### src/logic/ampw_defines.svh
// Purpose: Offsets, field positions, reset values and timing counts
// Assumes: 32-bit Avalon-MM register window, byte addressed
// Notes:   Shared by every design module and the bench
`ifndef AMPW_DEFINES_SVH
`define AMPW_DEFINES_SVH

// Register byte offsets
`define AMPW_OFS_CTRL 5'h00
`define AMPW_OFS_ADDR 5'h04
`define AMPW_OFS_DATA 5'h08
`define AMPW_OFS_CMD  5'h0c
`define AMPW_OFS_STAT 5'h10

// Control register fields
`define AMPW_CTRL_W16    0
`define AMPW_CTRL_DUR_LO 1
`define AMPW_CTRL_DUR_HI 5
`define AMPW_CTRL_PACK   6
`define AMPW_CTRL_HOLD   7
`define AMPW_CTRL_SLOW   8
`define AMPW_CTRL_ALELOW 9
`define AMPW_CTRL_RST    10'h006

// Command register go bit
`define AMPW_CMD_GO 0

// Core clock and peripheral clock periods, in ns
`define AMPW_CLK_NS  50
`define AMPW_PCLK_NS 100
`define AMPW_PCLK_DIV (`AMPW_PCLK_NS / `AMPW_CLK_NS)

// Phase lengths in peripheral clocks
`define AMPW_ALE_TICKS   5'h02
`define AMPW_SETUP_TICKS 5'h02
`define AMPW_SLOW_TICKS  5'h07
`define AMPW_SLOW_MINDUR 5'h09

// Last beat index of a 32-bit word
`define AMPW_LAST8  2'h3
`define AMPW_LAST16 2'h1

`endif

### src/logic/ampw_pkg.sv
// Purpose: Types shared by the write port modules
// Assumes: Constants come from ampw_defines.svh
// Notes:   State codes follow a Gray path IDLE-ALE-SETUP-STROBE-RECOV
package ampw_pkg;

  // Sequencer states
  typedef enum logic [2:0] {
    ST_IDLE   = 3'h0,
    ST_ALE    = 3'h1,
    ST_SETUP  = 3'h3,
    ST_STROBE = 3'h2,
    ST_RECOV  = 3'h6
  } ampw_state_t;

  // Core state
  typedef struct packed {
    ampw_state_t st;
    logic [4:0]  cnt;
    logic [1:0]  beat;
    logic        go;
    logic        ale;
    logic        wrN;
    logic [15:0] ad;
    logic        adOe;
    logic        waitReq;
    logic [31:0] rdData;
    logic [9:0]  ctrl;
    logic [23:0] addr;
    logic [31:0] data;
  } ampw_core_t;

  // Divider state
  typedef struct packed {
    logic phase;
    logic tick;
  } ampw_div_t;

endpackage

### src/logic/ampw_tim_if.sv
// Purpose: Carries the peripheral tick and strobe lengths between modules
// Assumes: Single clock domain
// Notes:   Lengths are in peripheral clocks
`timescale 1ns/10ps
interface ampw_tim_if;
  logic       tick;    // One-cycle peripheral clock enable
  logic [4:0] dur;     // Programmed data cycle length
  logic       hold;    // Hold cycle enabled
  logic       slow;    // Slow device mode
  logic [4:0] strbLen; // Write strobe low time
  logic [4:0] gapLen;  // High time between strobes of a group
  logic [4:0] lastLen; // High time after the last strobe of a group
  modport div  (output tick);
  modport calc (input dur, hold, slow, output strbLen, gapLen, lastLen);
  modport core (input tick, strbLen, gapLen, lastLen, output dur, hold, slow);
endinterface

### src/logic/ampw_write_port.sv
// Purpose: Write sequencer for a muxed address/data external memory port
// Assumes: Avalon-MM register slave; all pin timing in peripheral clocks
// Notes:   One 32-bit word is sent per go command
`timescale 1ns/10ps
`include "ampw_defines.svh"
module ampw_write_port import ampw_pkg::*; (
  // Clock and reset
  input  wire logic        clk_sys,
  input  wire logic        rst_n,
  // Avalon-MM slave
  input  wire logic [4:0]  avs_address,
  input  wire logic        avs_read,
  input  wire logic        avs_write,
  input  wire logic [3:0]  avs_byteenable,
  input  wire logic [31:0] avs_writedata,
  output logic      [31:0] avs_readdata,
  output logic             avs_waitrequest,
  // External memory pins
  output logic             addrLatch,
  output logic             writeStrobeN,
  output logic      [15:0] muxedAddrDataBusOut,
  output logic             muxedAddrDataBusOe
);

  ampw_tim_if tim ();

  ampw_core_t q;    // Current state
  ampw_core_t nx;   // Next state
  logic       busy; // Word pending or in flight

  // Reset image of the state
  localparam ampw_core_t CoreRst = '{st: ST_IDLE, wrN: 1'b1, waitReq: 1'b1,
                                      ctrl: `AMPW_CTRL_RST, default: '0};

  // Peripheral clock enable
  ampw_pclk_div uDiv (
    .clk_sys (clk_sys),
    .rst_n   (rst_n),
    .tim     (tim)
  );

  // Strobe lengths from settings
  ampw_strobe_calc uCalc (
    .tim (tim)
  );

  // Settings to the length calculator
  assign tim.dur  = q.ctrl[`AMPW_CTRL_DUR_HI:`AMPW_CTRL_DUR_LO];
  assign tim.hold = q.ctrl[`AMPW_CTRL_HOLD];
  assign tim.slow = q.ctrl[`AMPW_CTRL_SLOW];

  // Merge write data under byte enables
  function automatic logic [31:0] beMerge(input logic [31:0] old, input logic [31:0] wd,
                                          input logic [3:0] be);
    logic [31:0] r;
    r = old;
    for (int i = 0; i < 4; i++) begin
      if (be[i]) begin
        r[8*i +: 8] = wd[8*i +: 8];
      end
    end
    return r;
  endfunction

  // Bus value for an address phase or a data beat
  function automatic logic [15:0] busLane(input logic [9:0] c, input logic [23:0] a,
                                          input logic [31:0] d, input logic [1:0] b,
                                          input logic addrPh);
    logic [15:0] v;
    if (addrPh) begin
      // 16-bit packed mode latches a new address per halfword
      v = c[`AMPW_CTRL_W16] ? a[15:0] + {14'h0000, b} : a[15:0];
    end else if (c[`AMPW_CTRL_W16]) begin
      v = b[0] ? d[31:16] : d[15:0];
    end else begin
      v = {a[23:16], 8'(d >> {b, 3'h0})};
    end
    return v;
  endfunction

  // Last strobe of the current latch phase
  function automatic logic grpLast(input logic [9:0] c, input logic [1:0] b);
    if (c[`AMPW_CTRL_W16]) begin
      return c[`AMPW_CTRL_PACK] || (b == `AMPW_LAST16);
    end
    return b == `AMPW_LAST8;
  endfunction

  // Pin level of the latch strobe
  function automatic logic aleLevel(input logic [9:0] c, input logic on);
    return on ^ c[`AMPW_CTRL_ALELOW];
  endfunction

  // Close a latch group: next address phase or back to idle
  function automatic ampw_core_t endGroup(input ampw_core_t s);
    ampw_core_t r;
    r = s;
    if (s.beat == (s.ctrl[`AMPW_CTRL_W16] ? `AMPW_LAST16 : `AMPW_LAST8)) begin
      // Word done, release the bus
      r.st = ST_IDLE;
      r.adOe = 1'b0;
    end else begin
      // New address phase for the next beat
      r.beat = s.beat + 2'h1;
      r.st = ST_ALE;
      r.cnt = `AMPW_ALE_TICKS - 5'h01;
      r.ale = aleLevel(s.ctrl, 1'b1);
      r.ad = busLane(s.ctrl, s.addr, s.data, r.beat, 1'b1);
    end
    return r;
  endfunction

  assign busy = q.go || (q.st != ST_IDLE);

  // Register access and sequencer
  always_comb begin
    nx = q;
    nx.waitReq = 1'b1;
    // Take a request once; writes wait while a word is in flight
    if ((avs_read || avs_write) && q.waitReq && !(avs_write && busy)) begin
      nx.waitReq = 1'b0;
      if (avs_write) begin
        case (avs_address)
          `AMPW_OFS_CTRL: begin
            nx.ctrl = 10'(beMerge({22'h000000, q.ctrl}, avs_writedata, avs_byteenable));
          end
          `AMPW_OFS_ADDR: begin
            nx.addr = 24'(beMerge({8'h00, q.addr}, avs_writedata, avs_byteenable));
          end
          `AMPW_OFS_DATA: begin
            nx.data = beMerge(q.data, avs_writedata, avs_byteenable);
          end
          `AMPW_OFS_CMD: begin
            nx.go = avs_byteenable[0] && avs_writedata[`AMPW_CMD_GO];
          end
          default: begin
            // Read-only or unmapped: accepted and dropped
          end
        endcase
      end else begin
        case (avs_address)
          `AMPW_OFS_CTRL: nx.rdData = {22'h000000, q.ctrl};
          `AMPW_OFS_ADDR: nx.rdData = {8'h00, q.addr};
          `AMPW_OFS_DATA: nx.rdData = q.data;
          `AMPW_OFS_STAT: nx.rdData = {26'h0000000, q.st, q.beat, busy};
          default:        nx.rdData = 32'h00000000;
        endcase
      end
    end
    // Sequencer steps once per peripheral clock
    if (tim.tick) begin
      case (q.st)
        ST_IDLE: begin
          if (q.go) begin
            // Address phase for beat zero
            nx.go = 1'b0;
            nx.beat = 2'h0;
            nx.st = ST_ALE;
            nx.cnt = `AMPW_ALE_TICKS - 5'h01;
            nx.ale = aleLevel(q.ctrl, 1'b1);
            nx.ad = busLane(q.ctrl, q.addr, q.data, 2'h0, 1'b1);
            nx.adOe = 1'b1;
          end
        end
        ST_ALE: begin
          if (q.cnt == 5'h00) begin
            // Latch strobe drops; address still held a clock
            nx.st = ST_SETUP;
            nx.cnt = `AMPW_SETUP_TICKS - 5'h01;
            nx.ale = aleLevel(q.ctrl, 1'b0);
          end else begin
            nx.cnt = q.cnt - 5'h01;
          end
        end
        ST_SETUP: begin
          if (q.cnt == 5'h00) begin
            // Strobe falls two clocks after the latch
            nx.st = ST_STROBE;
            nx.cnt = tim.strbLen - 5'h01;
            nx.wrN = 1'b0;
          end else begin
            // Data one clock ahead of the strobe
            nx.cnt = q.cnt - 5'h01;
            nx.ad = busLane(q.ctrl, q.addr, q.data, q.beat, 1'b0);
          end
        end
        ST_STROBE: begin
          if (q.cnt != 5'h00) begin
            nx.cnt = q.cnt - 5'h01;
          end else begin
            // Strobe rises; memory takes data on this edge
            nx.wrN = 1'b1;
            if (!grpLast(q.ctrl, q.beat)) begin
              nx.st = ST_RECOV;
              nx.cnt = tim.gapLen - 5'h01;
            end else if (tim.lastLen != 5'h00) begin
              nx.st = ST_RECOV;
              nx.cnt = tim.lastLen - 5'h01;
            end else begin
              nx = endGroup(nx);
            end
          end
        end
        ST_RECOV: begin
          if (q.cnt != 5'h00) begin
            // Bus held through hold and recovery
            nx.cnt = q.cnt - 5'h01;
          end else if (grpLast(q.ctrl, q.beat)) begin
            nx = endGroup(q);
          end else begin
            // Next strobe in the same latch phase
            nx.beat = q.beat + 2'h1;
            nx.st = ST_STROBE;
            nx.cnt = tim.strbLen - 5'h01;
            nx.wrN = 1'b0;
            nx.ad = busLane(q.ctrl, q.addr, q.data, nx.beat, 1'b0);
          end
        end
        default: begin
          nx = CoreRst;
        end
      endcase
    end
    // Idle latch level follows the programmed polarity
    if (nx.st == ST_IDLE) begin
      nx.ale = aleLevel(nx.ctrl, 1'b0);
    end
  end

  // State register
  always_ff @(posedge clk_sys or negedge rst_n) begin
    if (!rst_n) begin
      q <= CoreRst;
    end else begin
      q <= nx;
    end
  end

  // Outputs straight from the state register
  assign avs_readdata        = q.rdData;
  assign avs_waitrequest     = q.waitReq;
  assign addrLatch           = q.ale;
  assign writeStrobeN        = q.wrN;
  assign muxedAddrDataBusOut = q.ad;
  assign muxedAddrDataBusOe  = q.adOe;

  // Checking helpers
  logic       aleAct;   // Latch strobe asserted
  logic       w16;      // 16-bit width selected
  logic [7:0] lowCnt;   // Clocks strobe has been low
  logic [7:0] hiCnt;    // Clocks strobe has been high
  logic [2:0] strbSeen; // Strobes since the last address phase

  assign aleAct = q.ale ^ q.ctrl[`AMPW_CTRL_ALELOW];
  assign w16 = q.ctrl[`AMPW_CTRL_W16];

  // Strobe length and count tracking
  always_ff @(posedge clk_sys or negedge rst_n) begin
    if (!rst_n) begin
      lowCnt <= 8'h00;
      hiCnt <= 8'h00;
      strbSeen <= 3'h0;
    end else begin
      lowCnt <= q.wrN ? 8'h00 : lowCnt + 8'h01;
      hiCnt <= q.wrN ? hiCnt + 8'h01 : 8'h00;
      // Cleared while idle too, so a new word never sees the last word's tally
      if (q.st == ST_ALE || q.st == ST_IDLE) begin
        strbSeen <= 3'h0;
      end else if (q.wrN && !nx.wrN) begin
        strbSeen <= strbSeen + 3'h1;
      end
    end
  end
endmodule

### src/logic/ampw_pclk_div.sv
// Purpose: Peripheral clock enable at half the core clock rate
// Assumes: clk_sys at 20 MHz
// Notes:   Tick is a registered one-cycle pulse
`timescale 1ns/10ps
`include "ampw_defines.svh"
module ampw_pclk_div import ampw_pkg::*; (
  // Clock and reset
  input wire logic clk_sys,
  input wire logic rst_n,
  // Tick out
  ampw_tim_if.div  tim
);

  ampw_div_t q;  // Current state
  ampw_div_t nx; // Next state

  // Tick once every peripheral period
  always_comb begin
    nx = q;
    nx.tick = (q.phase == 1'(`AMPW_PCLK_DIV - 1));
    nx.phase = nx.tick ? 1'b0 : q.phase + 1'b1;
  end

  // State register
  always_ff @(posedge clk_sys or negedge rst_n) begin
    if (!rst_n) begin
      q <= '0;
    end else begin
      q <= nx;
    end
  end

  assign tim.tick = q.tick;

endmodule

### src/logic/ampw_strobe_calc.sv
// Purpose: Strobe low and high lengths from the control settings
// Assumes: Settings change only while the port is idle
// Notes:   A zero or too short duration yields a one-clock strobe
`timescale 1ns/10ps
`include "ampw_defines.svh"
module ampw_strobe_calc import ampw_pkg::*; (
  // Settings in, lengths out
  ampw_tim_if.calc tim
);

  logic [4:0] slowTicks; // Clocks moved from strobe to recovery
  logic [4:0] durEff;    // Duration with zero read as one

  // Lengths in peripheral clocks
  always_comb begin
    slowTicks = tim.slow ? `AMPW_SLOW_TICKS : 5'h00;
    durEff = (tim.dur == 5'h00) ? 5'h01 : tim.dur;
    tim.strbLen = (durEff > slowTicks) ? durEff - slowTicks : 5'h01;
    tim.gapLen = 5'h01 + {4'h0, tim.hold} + slowTicks;
    tim.lastLen = {4'h0, tim.hold};
  end

endmodule

### config.mk
export PLATFORM = sky130hd
export DESIGN_NAME = ampw_write_port
export DESIGN_NICKNAME = d
export VERILOG_FILES = /design/src/logic/ampw_pkg.sv /design/src/logic/ampw_tim_if.sv /design/src/logic/ampw_write_port.sv /design/src/logic/ampw_pclk_div.sv /design/src/logic/ampw_strobe_calc.sv
export VERILOG_INCLUDE_DIRS = /design/src /design/src/logic
export SDC_FILE = /design/constraint.sdc
export NUM_CORES = 1
export LEC_CHECK = 0
export BUFFER_PORTS_ARGS = -buffer_cell sky130_fd_sc_hd__buf_2
export CAP_MARGIN = 20
export CORE_MARGIN = 1.5
export CORE_UTILIZATION = 35
export CTS_CLUSTER_DIAMETER = 40
export CTS_CLUSTER_SIZE = 28
export DETAILED_ROUTE_END_ITERATION = 10
export GPL_ROUTABILITY_DRIVEN = 1
export MAX_ROUTING_LAYER = met4
export PLACE_DENSITY = 0.51
export SLEW_MARGIN = 20
export SYNTH_ARGS = -nofsm -noshare
export SYNTH_HDL_FRONTEND = slang
export SYNTH_SLANG_ARGS = --single-unit
### constraint.sdc
create_clock -name clk_sys -period 4.5 [get_ports clk_sys]
set_input_delay 0.225 -clock clk_sys [delete_from_list [all_inputs] [get_ports clk_sys]]
set_output_delay 0.225 -clock clk_sys [all_outputs]
set_load 0.005 [all_outputs]
### After elaboration in Yosys (flattened, before gate mapping)

Index checks and enable logic that the tools add are counted.

| word-level totals | value |
|---|---|
| bits of input ports | 45 |
| output and inout port bits | 52 |
| flip-flop bits (word level) | 131 |

| cells by class | value |
|---|---|
| $lt $le $gt $ge | 1 |
| bitwise operators | 5 |
| add/subtract/negate cells | 11 |
| equality and inequality tests | 38 |
| muxes and demuxes | 88 |
| reduce and logical (&&, ||, !) cells | 25 |
| shift-type cells | 2 |

Operator list:

| cell | number |
|---|---|
| 2-to-1 mux 121 bit | 4 |
| case mux 99 bit (3 select lines) | 1 |
| 2-to-1 mux 16 bit | 9 |
| 2-to-1 mux 129 bit | 1 |
| case mux 32 bit (4 select lines) | 1 |
| 2-to-1 mux 100 bit | 1 |
| 2-to-1 mux 99 bit | 1 |
| 2-to-1 mux 8 bit | 10 |
| case mux 16 bit (5 select lines) | 1 |
| 2-to-1 mux 66 bit | 1 |
| 2-to-1 mux 32 bit | 2 |
| >> shifter 32 x 5 -> 8 bit | 2 |
| case mux 8 bit (5 select lines) | 1 |
| 2-to-1 mux 17 bit | 2 |
| adder 16 x 2 -> 16 bit | 2 |
| 2-to-1 mux 5 bit | 6 |
| != test 3 bit, second input constant | 10 |
| 2-to-1 mux 1 bit | 28 |
| != test 2 bit, second input constant | 13 |
| 2-to-1 mux 24 bit | 1 |
| 2-to-1 mux 10 bit | 2 |
| AND reduction 10 bit | 2 |
| zero test 5 bit | 3 |
| 2-to-1 mux 3 bit | 5 |
| other kinds (39) | 61 |

### Logic depth before layout (Yosys ltp)

Gate-level depths: netlist (run 1).

| depth | value |
|---|---|
| depth after elaboration | 17 |
| gate-level depth with buffers | 15 |
| depth with buffers taken out | 14 |

### Hierarchy

Synthesis (run 1) repeated with hierarchy kept, for this count alone.

| second synthesis, totals | value |
|---|---|
| cell total of the unflattened synthesis | 1,139 |
| area, all modules | 9,580.4 µm² |

By module, submodules not included:

| module | cells each | area each (µm²) | instances | seq. area each (µm²) |
|---|---|---|---|---|
| ampw_write_port | 1,093 | 9,230.1 | 1 | 3,233.1 |
| ampw_strobe_calc | 43 | 296.5 | 1 | 0.0 |
| ampw_pclk_div | 3 | 53.8 | 1 | 50.0 |

### Worst setup path before layout (run 1)

OpenSTA, ideal clock, no wires.

| timing | value |
|---|---|
| path kind | flip-flop to flip-flop |
| start | register q[127] (netlist bit) |
| end | register q, in the netlist muxedAddrDataBusOut[12] |
| stages on the path, launching flop included | 14 |
| data arrival time | 3.419 ns |
| path buffers | 1 |
| setup slack | 0.950 ns |
| data required time | 4.370 ns |
| library setup time | 0.130 ns |
| path through | dfrtp_1 -> buf_2 -> or4_4 -> nor4_4 -> mux2i_1 -> inv_1 -> ha_1 -> fa_1 -> nand2_1 -> mux2i_1 -> nand2_1 -> or4_1 -> a31oi_1 -> o21ai_1 |

| on the way | value |
|---|---|
| word-level cells in the longest chain between the ends | 13 |
| elaborated cells on any way between the ends | 30 |
| those cells by class | add/sub: 1; eq/ne: 13; mux: 8; bitwise: 1; reduce/logical: 7 |

Ends and longest elaborated chain:

| item | RTL line | RTL |
|---|---|---|
| start, declared | ampw_write_port.sv:27 | `ampw_core_t q;` |
| start signal, assigned | ampw_write_port.sv:233 | `q <= CoreRst;` |
| start signal, assigned | ampw_write_port.sv:235 | `q <= nx;` |
| nonzero test 3 bit | ampw_write_port.sv:113 | `assign busy = q.go \|\| (q.st != ST_IDLE);` |
| logical OR 1 bit | ampw_write_port.sv:113 |  |
| logical AND 1 bit | ampw_write_port.sv:120 | `if ((avs_read \|\| avs_write) && q.waitReq && !(avs_write && busy)) begin` |
| zero test 1 bit | ampw_write_port.sv:120 |  |
| logical AND 1 bit | ampw_write_port.sv:120 |  |
| 2-to-1 mux 99 bit | ampw_write_port.sv:120 |  |
| adder 16 x 2 -> 16 bit | ampw_write_port.sv:72 | `` v = c[`AMPW_CTRL_W16] ? a[15:0] + {14'h0000, b} : a[15:0]; `` |
| 2-to-1 mux 16 bit | ampw_write_port.sv:72 |  |
| 2-to-1 mux 16 bit | ampw_write_port.sv:98 | `` if (s.beat == (s.ctrl[`AMPW_CTRL_W16] ? `AMPW_LAST16 : `AMPW_LAST8)) begin `` |
| 2-to-1 mux 121 bit | ampw_write_port.sv:196 | `end else if (tim.lastLen != 5'h00) begin` |
| 2-to-1 mux 121 bit | ampw_write_port.sv:193 | `if (!grpLast(q.ctrl, q.beat)) begin` |
| 2-to-1 mux 121 bit | ampw_write_port.sv:188 | `if (q.cnt != 5'h00) begin` |
| case mux 16 bit (5 select lines) | ampw_write_port.sv:152 | `case (q.st)` |

Several ways; a longest one is shown, not always the timed one. The select of a mux whose other input is x is not followed.
A chain may end at the register's enable or synchronous reset.

### Final worst setup path (run 1)

| timing | value |
|---|---|
| start | register q[118] (netlist bit) |
| end | register q, in the netlist muxedAddrDataBusOut[5] |

| on the way | value |
|---|---|
| word-level cells in the longest chain between the ends | 12 |
| elaborated cells on any way between the ends | 17 |
| those cells by class | add/sub: 1; eq/ne: 3; mux: 8; reduce/logical: 5 |

Ends and longest elaborated chain:

| item | RTL line |
|---|---|
| logical OR 1 bit | ampw_write_port.sv:113 |
| logical AND 1 bit | ampw_write_port.sv:120 |
| zero test 1 bit | ampw_write_port.sv:120 |
| logical AND 1 bit | ampw_write_port.sv:120 |
| 2-to-1 mux 99 bit | ampw_write_port.sv:120 |
| adder 16 x 2 -> 16 bit | ampw_write_port.sv:72 |
| 2-to-1 mux 16 bit | ampw_write_port.sv:72 |
| 2-to-1 mux 16 bit | ampw_write_port.sv:98 |
| 2-to-1 mux 121 bit | ampw_write_port.sv:196 |
| 2-to-1 mux 121 bit | ampw_write_port.sv:193 |
| 2-to-1 mux 121 bit | ampw_write_port.sv:188 |
| case mux 16 bit (5 select lines) | ampw_write_port.sv:152 |

Several ways; a longest one is shown, not always the timed one. The select of a mux whose other input is x is not followed.

==> impl_metrics.py, run 1 <==
metrics = {
    "sta": {
        "max_slew.worst_pin.slew_ns": 0.948,
        "worst_slew_margin_rel_pct": 36.6,
        "min_period_over_period_pct": 82.7,
        "hold_viol_final": 0,
        "maxSlewViolCount": 0,
        "rsz0062_at_grt": "no",
        "fin_worst_skew_ns": 0.0100,
        "fin_setup_tns_ns": 0,
        "clock.fmax_ghz": 0.269,
        "layout_min_cycle_time_ns": 3.72,
        "report.final.setup_viol": 0,
        "final.hold.worst_slack_ns": 0.0483,
    },
    "clock_network": {
        "cts-htree-levels": 4,
        "cts_tree": "yes",
        "clk-insertion-delay-late_ns": 0.42,
        "ctsLongestPathBuffers": 2,
        "clock-root-buffer": "sky130_fd_sc_hd__clkbuf_16",
        "cts.clk_slew.worst_paths_ns": 0.07,
        "cts_num_sinks": 131,
        "cts_buffers": 17,
    },
    "final_layout": {
        "layout_fillers": 2733,
        "layout-drive-gt1-share_pct": 16.5,
        "seq_area_mm2": 0.00328,
        "syn2layout_area_growth_pct": 12.2,
        "num-nets-final": 1209,
        "multi_input_comb_area_mm2": 0.00522,
    },
    "route": {
        "drt_iter0_drc": 1013,
        "antenna_violating_nets_post_route": 0,
        "vias": 8978,
        "detail_route.drc_violations": 0,
        "routed_via_density": 6.00,
        "wirelength_um": 34400,
        "detail_route.wl_per_cell_um": 23.0,
        "dr.pass1.iters": 6,
    },
    "synthesis": {
        "netlist.top_cell.by_area": "sky130_fd_sc_hd__dfrtp_1",
        "ys_seq_area_share_pct": 35.6,
        "netlist.area_leader.share_pct": 34.5,
        "synth_area_mm2": 0.00922,
        "syn_nets": 1187,
        "synth_top_flop_cell": "sky130_fd_sc_hd__dfrtp_1",
        "post_synthesis_area_per_instance_um2": 8.20,
        "synth_enable_flop_cells": 0,
        "yosys.cell_count.top_type": "sky130_fd_sc_hd__nand2_1",
        "synthTopCellsByArea": "sky130_fd_sc_hd__dfrtp_1 (34%), sky130_fd_sc_hd__nand2_1 (6.5%), sky130_fd_sc_hd__a21oi_1 (5.3%)",
        "synth_seq_cells": 131,
        "synth_common_cells": "sky130_fd_sc_hd__nand2_1 (159), sky130_fd_sc_hd__dfrtp_1 (127), sky130_fd_sc_hd__a21oi_1 (97)",
        "synth_async_sr_flop_share_pct": 100,
        "synth-warning-count": 0,
        "syn-instance-count": 1124,
        "netlist-cell-type-count": 77,
    },
    "setup_path": {
        "path_max_fanout": 10,
        "worstSetupPathType": "reg2reg",
        "cp-start-kind": "flop",
        "worstPathRequired_ns": 4.81,
        "critical_path.endpoint_type": "flop",
        "worst-endpoint-arrival_ns": 4.03,
    },
    "place": {
        "io_buffers": 96,
        "detailedPlacementHpwl_um": 24900,
        "globalplace.congestion": 0.931,
    },
    "power": {
        "p_leak_nw": 4.27,
        "power_density_mw_per_mm2": 494,
        "worst_ir_drop_vdd_v": 0.000245,
    },
    "floorplanning": {
        "die_h_um": 165,
        "effective_utilization_at_floorplan_pct": 35.5,
        "core-area_mm2": 0.0260,
        "number_of_rows_created_at_floorplan": 59,
        "dieArea_mm2": 0.0273,
        "ios": 97,
        "floorplan.die.width_um": 165,
    },
    "global_routing": {
        "globalRoute.totalOverflow": 0,
        "grt_max_degree": 60,
        "grt_pass1_vias": 8164,
        "grt_antenna_before_repair": 2,
        "first_pass_grt_wire_length_um": 51800,
        "grt_usage_pct": 26.2,
    },
    "status": {
        "status": "finished clean",
    },
    "flow_run": {
        "maxCapViolations": 0,
    },
    "worst_hold_path": {
        "min_path_type": "in2reg",
    },
}
## critical path: stages, from the launching register on
cell and delay (ns):
sky130_fd_sc_hd__dfrtp_1 0.51, sky130_fd_sc_hd__or4_4 0.51, sky130_fd_sc_hd__nor4_4 0.41, sky130_fd_sc_hd__mux2i_1 0.37, sky130_fd_sc_hd__inv_1 0.13, sky130_fd_sc_hd__ha_1 0.30, sky130_fd_sc_hd__a21oi_1 0.07, sky130_fd_sc_hd__nand2b_1 0.14
sky130_fd_sc_hd__mux2i_1 0.38, sky130_fd_sc_hd__and4_1 0.27, sky130_fd_sc_hd__xnor2_1 0.12, sky130_fd_sc_hd__mux2i_1 0.09, sky130_fd_sc_hd__a221o_1 0.32
## final timing paths
kind | from | endpoint | slack [ns] | cells past startpoint
worst max-delay path | q[118]$_DFFE_PN0P_ | muxedAddrDataBusOut[5]$_DFFE_PN0P_ | 0.78 | 12
worst min-delay path | avs_writedata[22] | q[54]$_DFFE_PN0P_ | 0.05 | 3
worst max register to register | q[118]$_DFFE_PN0P_ | muxedAddrDataBusOut[5]$_DFFE_PN0P_ | 0.78 | 12
worst min register to register | uDiv.nx[0]$_DFF_PN0_ | uDiv.tim.tick$_DFF_PN0_ | 0.39 | 0
max in group asynchronous | rst_n | q[10]$_DFFE_PN0P_ | 3.15 | 3
min in group asynchronous | rst_n | q[59]$_DFFE_PN0P_ | 0.33 | 2
## through the flow
| stage | total power [mW] | area (um2) | instances | worst slack [ns] | utilization (%) |
|---|---|---|---|---|---|
| CTS | 5.08 | 10300 | 1494 | 0.810 | 39.8 |
| floorplan | 2.98 | 9220 | 1124 | 0.950 | - |
| finish | 5.11 | 10300 | 1496 | 0.777 | 39.8 |
| global placement | 3.63 | 9730 | 1461 | 0.851 | 37.5 |
| detailed placement | 3.62 | 9730 | 1461 | 0.797 | 37.5 |
| global route | 5.40 | 10300 | 1496 | 0.536 | 39.8 |
## report_power, final
part	internal [mW]	total (mW)	leakage (nW)	switching (mW)
Sequential	1.35	1.60	1.77	0.251
Combinational	0.783	2.07	2.21	1.28
Clock	0.839	1.44	0.289	0.601
## cell type report
| type | instances | area share [%] |
|---|---|---|
| well taps | 335 | 4.05 |
| flip-flops and latches | 131 | 31.8 |
| clock inverters | 14 | 1.49 |
| diodes | 2 | 0.0484 |
| repair buffers | 128 | 7.05 |
| inverters | 25 | 0.907 |
| multi-input cells | 843 | 50.4 |
| clock buffers | 18 | 4.25 |
## logic make-up (layout without fill, tap and decap cells)
kind of cell / Yosys count / after routing / synth area share (%)
multiplexers: 46 / 46 / 5.14
AO/OA/AOI/OAI: 369 / 369 / 25.9
AND/OR/NAND/NOR: 385 / 385 / 20.1
flip-flops: 131 / 131 / 35.6
XOR/XNOR: 24 / 24 / 2.28
other: 0 / 2 / 0
buffers and inverters: 150 / 185 / 8.14
adder cells (fa/ha/maj): 19 / 19 / 2.80
## metal layers
| layer | wire [um] | global-route usage (%) |
|---|---|---|
| met1 | 16100 | 37.8 |
| met2 | 14300 | 35.8 |
| met3 | 3330 | 7.14 |
| met4 | 679 | 6.94 |
| met5 | 0 | - |
## sequential cells by signal, summed over array words and instances (netlist names)
name and cells:
addrLatch 1, writeStrobeN 1, q 77, muxedAddrDataBusOe 1
uDiv.tim.tick 1, muxedAddrDataBusOut 16, avs_readdata 32, uDiv.nx 1
avs_waitrequest 1
## cell usage in the layout (no fill, tap or decap), types with 6 or more instances in the layout
master / instances
sky130_fd_sc_hd__dfrtp_1: 126
sky130_fd_sc_hd__o211ai_1: 9
sky130_fd_sc_hd__xor2_1: 11
sky130_fd_sc_hd__nor3_1: 13
sky130_fd_sc_hd__buf_2: 95
sky130_fd_sc_hd__inv_1: 23
sky130_fd_sc_hd__a221oi_1: 21
sky130_fd_sc_hd__a21boi_0: 6
sky130_fd_sc_hd__a31oi_1: 17
sky130_fd_sc_hd__clkbuf_16: 17
sky130_fd_sc_hd__mux2_2: 7
sky130_fd_sc_hd__nand2_1: 159
sky130_fd_sc_hd__o22ai_1: 26
sky130_fd_sc_hd__nor2_1: 63
sky130_fd_sc_hd__o21ai_0: 79
sky130_fd_sc_hd__nand3_1: 57
sky130_fd_sc_hd__nand4_1: 7
sky130_fd_sc_hd__a21oi_1: 96
sky130_fd_sc_hd__a22o_1: 22
sky130_fd_sc_hd__and3_1: 6
sky130_fd_sc_hd__or3_1: 6
sky130_fd_sc_hd__o31ai_1: 6
sky130_fd_sc_hd__a22oi_1: 29
sky130_fd_sc_hd__nand2b_1: 23
sky130_fd_sc_hd__ha_1: 15
sky130_fd_sc_hd__buf_4: 31
sky130_fd_sc_hd__xnor2_1: 13
sky130_fd_sc_hd__mux2i_1: 38
sky130_fd_sc_hd__a221o_1: 6
## what timing repair did
| item | in CTS | in global routing |
|---|---|---|
| hold endpoints to repair | 43 | 0 |
| setup endpoints to repair | 0 | 0 |
| buffers inserted | 0 | 0 |
| hold buffers | 1 | 0 |
| resized for setup | 0 | 0 |
Note: power is estimated with default switching activity, not from simulation.
==> inputs of run 2 (changes only) <==
- ABC_AREA: unset -> 1
- clock period: 4.5 -> 3.6 ns (I/O delays scaled with it)
==> impl_metrics.py, run 2 <==
metrics = {
    "setup_path": {
        "path_max_fanout": 11,
        "cp-start-kind": "flop",
        "worst-endpoint-arrival_ns": 3.54,
        "critical_path.endpoint_type": "flop",
        "worstSetupPathType": "reg2reg",
        "worstPathRequired_ns": 3.93,
    },
    "power": {
        "power_density_mw_per_mm2": 787,
        "p_leak_nw": 5.16,
        "worst_ir_drop_vdd_v": 0.000357,
    },
    "synthesis": {
        "netlist.top_cell.by_area": "sky130_fd_sc_hd__dfrtp_1",
        "synth_enable_flop_cells": 0,
        "synth-warning-count": 0,
        "ys_seq_area_share_pct": 34.4,
        "netlist.area_leader.share_pct": 33.3,
        "synth_area_mm2": 0.00955,
        "synthTopCellsByArea": "sky130_fd_sc_hd__dfrtp_1 (33%), sky130_fd_sc_hd__nand2_1 (10%), sky130_fd_sc_hd__nor2_1 (5.6%)",
        "yosys.cell_count.top_type": "sky130_fd_sc_hd__nand2_1",
        "syn-instance-count": 1316,
        "post_synthesis_area_per_instance_um2": 7.25,
        "syn_nets": 1379,
        "synth_async_sr_flop_share_pct": 100,
        "synth_top_flop_cell": "sky130_fd_sc_hd__dfrtp_1",
        "synth_seq_cells": 131,
        "netlist-cell-type-count": 56,
        "synth_common_cells": "sky130_fd_sc_hd__nand2_1 (263), sky130_fd_sc_hd__nor2_1 (143), sky130_fd_sc_hd__dfrtp_1 (127)",
    },
    "route": {
        "antenna_violating_nets_post_route": 0,
        "vias": 9393,
        "routed_via_density": 5.51,
        "wirelength_um": 35700,
        "dr.pass1.iters": 6,
        "detail_route.drc_violations": 0,
        "detail_route.wl_per_cell_um": 20.9,
        "drt_iter0_drc": 931,
    },
    "final_layout": {
        "largest-register": "q",
        "syn2layout_area_growth_pct": 11.1,
        "layout_fillers": 2895,
        "num-nets-final": 1415,
        "final_cell_count_no_fill": 1706,
        "largest_register_ff_count": 77,
        "final_common_cell": "sky130_fd_sc_hd__nand2_1",
        "multi_input_comb_area_mm2": 0.00508,
        "seq_area_mm2": 0.00328,
        "layout-drive-gt1-share_pct": 18.5,
        "design_area_mm2": 0.0106,
        "finalCoreUtilization_pct": 39.5,
        "antenna_cells_inserted": 0,
        "leading_cell_types_in_the_layout_fill_and_taps_excluded": "sky130_fd_sc_hd__nand2_1 (263), sky130_fd_sc_hd__nor2_1 (140), sky130_fd_sc_hd__dfrtp_1 (127), sky130_fd_sc_hd__inv_1 (121), sky130_fd_sc_hd__buf_2 (95)",
    },
    "place": {
        "post-place-cells": 1672,
        "globalplace.congestion": 0.940,
        "io_buffers": 96,
        "place_worst_setup_slack_ns": 0.462,
        "post_dp_cell_area_mm2": 0.0100,
        "detailedPlacementHpwl_um": 26700,
    },
    "sta": {
        "setup_slack_ns": 0.392,
        "report.final.setup_viol": 0,
        "layout_min_cycle_time_ns": 3.21,
        "hold_viol_final": 0,
        "max_slew.worst_pin.slew_ns": 0.994,
        "fin_worst_skew_ns": 0.0110,
        "clock.fmax_ghz": 0.312,
        "fin_setup_tns_ns": 0,
        "worst_slew_margin_rel_pct": 33.2,
        "rsz0062_at_grt": "no",
        "maxSlewViolCount": 0,
        "min_period_over_period_pct": 89.1,
    },
    "global_routing": {
        "grt_antenna_before_repair": 0,
        "first_pass_grt_wire_length_um": 55400,
        "grt_usage_pct": 26.7,
        "grt_max_degree": 101,
        "globalRoute.totalOverflow": 0,
        "grt_pass1_vias": 9029,
    },
    "clock_network": {
        "post_cts_buffers": 0,
        "cts-htree-levels": 4,
        "cts_buffers": 17,
        "ctsResizeCount": 0,
        "cts_tree": "yes",
        "cts_num_sinks": 131,
        "ctsLongestPathBuffers": 2,
        "clk-insertion-delay-late_ns": 0.44,
        "clock-root-buffer": "sky130_fd_sc_hd__clkbuf_16",
        "cts.clk_slew.worst_paths_ns": 0.07,
    },
    "floorplanning": {
        "number_of_rows_created_at_floorplan": 60,
        "core-area_mm2": 0.0269,
        "dieArea_mm2": 0.0283,
        "ios": 97,
        "floorplan.die.width_um": 168,
        "effective_utilization_at_floorplan_pct": 35.5,
        "die_h_um": 168,
    },
    "flow_run": {
        "maxCapViolations": 0,
    },
    "status": {
        "status": "finished clean",
    },
    "worst_hold_path": {
        "min_path_type": "in2reg",
    },
}
==> run 2: changes by cell type in the layout (fill, tap and decap cells not counted), moves of 21 or more <==
cell and change:
sky130_fd_sc_hd__a21oi_1 -28, sky130_fd_sc_hd__a22o_1 -21, sky130_fd_sc_hd__inv_1 +98, sky130_fd_sc_hd__inv_2 +21, sky130_fd_sc_hd__mux2i_1 -37, sky130_fd_sc_hd__nand2_1 +104
sky130_fd_sc_hd__nand2b_1 -23, sky130_fd_sc_hd__nor2_1 +77, sky130_fd_sc_hd__nor3_1 +28
==> run 2: repair_timing <==
action | 4_1_cts | 5_1_grt
endpoints found under the setup margin | 0 | 0
hold endpoints to repair | 95 | 0
hold buffers | 1 | 0
==> run 2: final cells by class <==
cell class	instances	share of cell area [%]
inverters	145	5.13
clock buffers	19	4.18
repair buffers	125	6.86
multi-input cells	932	47.9
flip-flops and latches	131	31.0
well taps	341	4.02
clock inverters	13	0.956
==> run 2: cells by family (layout without fill, tap and decap cells) <==
| logic type | after synthesis | in the layout | synth area share, % |
|---|---|---|---|
| compound gates | 319 | 319 | 21.2 |
| flops | 131 | 131 | 34.4 |
| fa+ha+maj | 18 | 18 | 2.60 |
| buf+inv | 253 | 302 | 12.5 |
| simple gates | 587 | 587 | 28.5 |
| mux | 1 | 1 | 0.105 |
| xor+xnor | 7 | 7 | 0.642 |
==> run 2: final timing paths <==
kind	startpoint	to	slack (ns)	cells past startpoint
min	avs_writedata[14]	q[14]$_DFFE_PN0P_	0.02	3
max in group asynchronous	rst_n	avs_waitrequest$_DFFE_PN1P_	2.32	4
min in group asynchronous	rst_n	avs_readdata[3]$_DFFE_PN0P_	0.22	2
max reg2reg	q[128]$_DFF_PN0_	muxedAddrDataBusOut[14]$_DFFE_PN0P_	0.39	18
min reg2reg	uDiv.nx[0]$_DFF_PN0_	uDiv.tim.tick$_DFF_PN0_	0.39	0
max	q[128]$_DFF_PN0_	muxedAddrDataBusOut[14]$_DFFE_PN0P_	0.39	18
==> run 2: where the power goes <==
| part | switching, mW | internal (mW) |
|---|---|---|
| Clock | 0.770 | 0.910 |
| Sequential | 0.463 | 1.97 |
| Combinational | 2.83 | 1.41 |
==> run 2: routing by layer <==
metal	vias up	routed length, um	global-route usage [%]
li1	4495	-	-
met1	4452	16800	37.3
met2	394	15500	38.9
met3	52	2390	4.49
met4	0	1010	9.36
met5	-	0	-
==> run 2: per-stage QoR <==
| step | total power [mW] | hold WS [ns] |
|---|---|---|
| 2_1_floorplan | 5.40 | -0.116 |
| 3_3_place_gp | 6.63 | 0.361 |
| 3_5_place_dp | 6.61 | 0.363 |
| 4_1_cts | 8.32 | 0.00595 |
| 5_1_grt | 9.00 | 0.0257 |
| 6_report | 8.35 | 0.0163 |
==> run 2: worst max-delay path, cell delays in order (launching register included) <==
cell and delay (ns):
sky130_fd_sc_hd__dfrtp_1 0.49, sky130_fd_sc_hd__nor2_4 0.18, sky130_fd_sc_hd__nand3_4 0.14, sky130_fd_sc_hd__nor2_4 0.16, sky130_fd_sc_hd__nand4_2 0.34, sky130_fd_sc_hd__o21ai_0 0.37, sky130_fd_sc_hd__ha_1 0.26, sky130_fd_sc_hd__fa_1 0.20
sky130_fd_sc_hd__nand3_1 0.11, sky130_fd_sc_hd__nor2_2 0.20, sky130_fd_sc_hd__nand2_4 0.10, sky130_fd_sc_hd__nor2_8 0.13, sky130_fd_sc_hd__nand2_1 0.07, sky130_fd_sc_hd__nand2_1 0.08, sky130_fd_sc_hd__nand2_1 0.05, sky130_fd_sc_hd__nand2_1 0.05
sky130_fd_sc_hd__nand2_1 0.05, sky130_fd_sc_hd__nand2_1 0.06, sky130_fd_sc_hd__nand2_1 0.05
==> inputs of run 3 (changes only) <==
- CTS_BUF_LIST: unset -> sky130_fd_sc_hd__clkbuf_8
==> impl_metrics.py, run 3 (same netlist as run 2, synthesis figures left out) <==
metrics = {
    "clock_network": {
        "clk-insertion-delay-late_ns": 0.48,
        "ctsLongestPathBuffers": 2,
        "post_cts_buffers": 0,
        "cts_tree": "yes",
        "ctsResizeCount": 0,
        "cts-htree-levels": 4,
        "cts_buffers": 17,
        "cts.clk_slew.worst_paths_ns": 0.09,
        "clock-root-buffer": "sky130_fd_sc_hd__clkbuf_8",
        "post_cts_hold_buffer_count": 23,
        "cts_num_sinks": 131,
    },
    "global_routing": {
        "grt_usage_pct": 26.7,
        "grt_pass1_vias": 9086,
        "globalRoute.totalOverflow": 0,
        "grt_most_used_layer": "met2",
        "global_route.usage.met2_pct": 39.1,
        "met3_usage_pct": 4.47,
        "grt.met1_usage_pct": 37.4,
        "grt_antenna_before_repair": 0,
        "first_pass_grt_wire_length_um": 55400,
        "grt_max_degree": 101,
    },
    "floorplanning": {
        "die_h_um": 168,
        "number_of_rows_created_at_floorplan": 60,
        "floorplan.die.width_um": 168,
        "core-area_mm2": 0.0269,
        "dieArea_mm2": 0.0283,
        "ios": 97,
        "effective_utilization_at_floorplan_pct": 35.5,
    },
    "route": {
        "dr.pass1.iters": 6,
        "wirelength_um": 35800,
        "detail_route.wl_per_cell_um": 20.7,
        "routed_via_density": 5.50,
        "antenna_violating_nets_post_route": 0,
        "vias": 9496,
        "drt_iter0_drc": 889,
        "detail_route.drc_violations": 0,
    },
    "sta": {
        "fin_setup_tns_ns": 0,
        "rsz0062_at_grt": "no",
        "hold_viol_final": 0,
        "report.final.setup_viol": 0,
        "final.hold.worst_slack_ns": 0.0340,
        "min_period_over_period_pct": 89.0,
        "layout_min_cycle_time_ns": 3.20,
        "max_slew.worst_pin.slew_ns": 1.04,
        "clock.fmax_ghz": 0.312,
        "maxSlewViolCount": 0,
        "worst_slew_margin_rel_pct": 30.3,
        "setup_slack_ns": 0.396,
        "fin_worst_skew_ns": 0.0169,
    },
    "final_layout": {
        "syn2layout_area_growth_pct": 11.4,
        "layout_fillers": 2903,
        "design_area_mm2": 0.0106,
        "leading_cell_types_in_the_layout_fill_and_taps_excluded": "sky130_fd_sc_hd__nand2_1 (263), sky130_fd_sc_hd__nor2_1 (140), sky130_fd_sc_hd__dfrtp_1 (127), sky130_fd_sc_hd__inv_1 (122), sky130_fd_sc_hd__buf_2 (95)",
        "final_common_cell": "sky130_fd_sc_hd__nand2_1",
        "num-nets-final": 1437,
        "finalCoreUtilization_pct": 39.6,
        "layout-drive-gt1-share_pct": 18.2,
        "largest_register_ff_count": 77,
        "antenna_cells_inserted": 0,
        "largest-register": "q",
    },
    "setup_path": {
        "slowest_stage": "sky130_fd_sc_hd__dfrtp_1",
        "worst-endpoint-arrival_ns": 3.58,
        "critPathMostFrequentCell": "sky130_fd_sc_hd__nand2_1",
        "ff2ff_path_depth": 18,
        "cp_cell_sequence": "nor2_4, nand3_4, nor2_4, nand4_2, o21ai_0, ha_1, fa_1, nand3_1, nor2_2, nand2_4, nor2_8, nand2_1, nand2_1, nand2_1, nand2_1, nand2_1, nand2_1, nand2_1",
        "timing.critical_path.slowest_cell_delay_ns": 0.48,
        "register_to_register_path_setup_slack_ns": 0.40,
        "worstPathRequired_ns": 3.98,
        "path_max_fanout": 11,
        "worstSetupPathType": "reg2reg",
        "cp-start-kind": "flop",
        "critical_path.endpoint_type": "flop",
    },
    "place": {
        "io_buffers": 96,
        "detailedPlacementHpwl_um": 26700,
        "globalplace.congestion": 0.940,
        "post_dp_cell_area_mm2": 0.0100,
        "place_worst_setup_slack_ns": 0.462,
    },
    "power": {
        "p_leak_nw": 5.17,
        "power_density_mw_per_mm2": 742,
        "worst_ir_drop_vdd_v": 0.000277,
    },
    "status": {
        "status": "finished clean",
    },
    "flow_run": {
        "maxCapViolations": 0,
    },
    "worst_hold_path": {
        "min_path_type": "in2reg",
        "worst_hold_path.num_cells": 3,
    },
}
[run 3: routing by layer]
| layer | vias up | share of wire [%] |
|---|---|---|
| met4 | 0 | 2.6 |
| li1 | 4537 | - |
| met1 | 4533 | 47 |
| met2 | 374 | 44 |
| met3 | 52 | 6.8 |
| met5 | - | 0 |
[run 3: cell type report]
class                      instances  area (um2)  area share (%)
tap                              341         427            4.01
timing repair buffer             147         947            8.91
sequential                       131        3280            30.9
inverter                         145         544            5.12
clock buffer                      18         248            2.33
multi-input combinational        932        5080            47.8
clock inverter                    14         105           0.988
[run 3: worst paths after layout]
| path | start | endpoint |
|---|---|---|
| min in group asynchronous | rst_n | avs_readdata[3]$_DFFE_PN0P_ |
| worst min register to register | uDiv.nx[0]$_DFF_PN0_ | uDiv.tim.tick$_DFF_PN0_ |
| worst max register to register | q[127]$_DFF_PN0_ | muxedAddrDataBusOut[14]$_DFFE_PN0P_ |
| max in group asynchronous | rst_n | avs_waitrequest$_DFFE_PN1P_ |
| worst max-delay path | q[127]$_DFF_PN0_ | muxedAddrDataBusOut[14]$_DFFE_PN0P_ |
| worst min-delay path | avs_writedata[11] | q[11]$_DFFE_PN0P_ |
[run 3: metrics by stage]
| step | cells | power, mW |
|---|---|---|
| after CTS | 1727 | 7.86 |
| after global routing | 1728 | 8.55 |
| final | 1728 | 7.89 |
| after global placement | 1672 | 6.63 |
| after detailed placement | 1672 | 6.61 |
| after floorplan | 1316 | 5.40 |
[run 3: power breakdown]
group	total (mW)	switching [mW]	internal [mW]
clock network	1.21	0.706	0.502
logic	4.25	2.83	1.42
registers	2.43	0.464	1.97
total	7.89	4.00	3.89
[run 3: worst max-delay path, delay by kind of cell (launching register included)]
kind,cells,cell delay (ns)
AOI/OAI and AO/OA,1,0.37
adders and majority gates,2,0.46
DFF,1,0.48
and+or+nand+nor,15,1.77
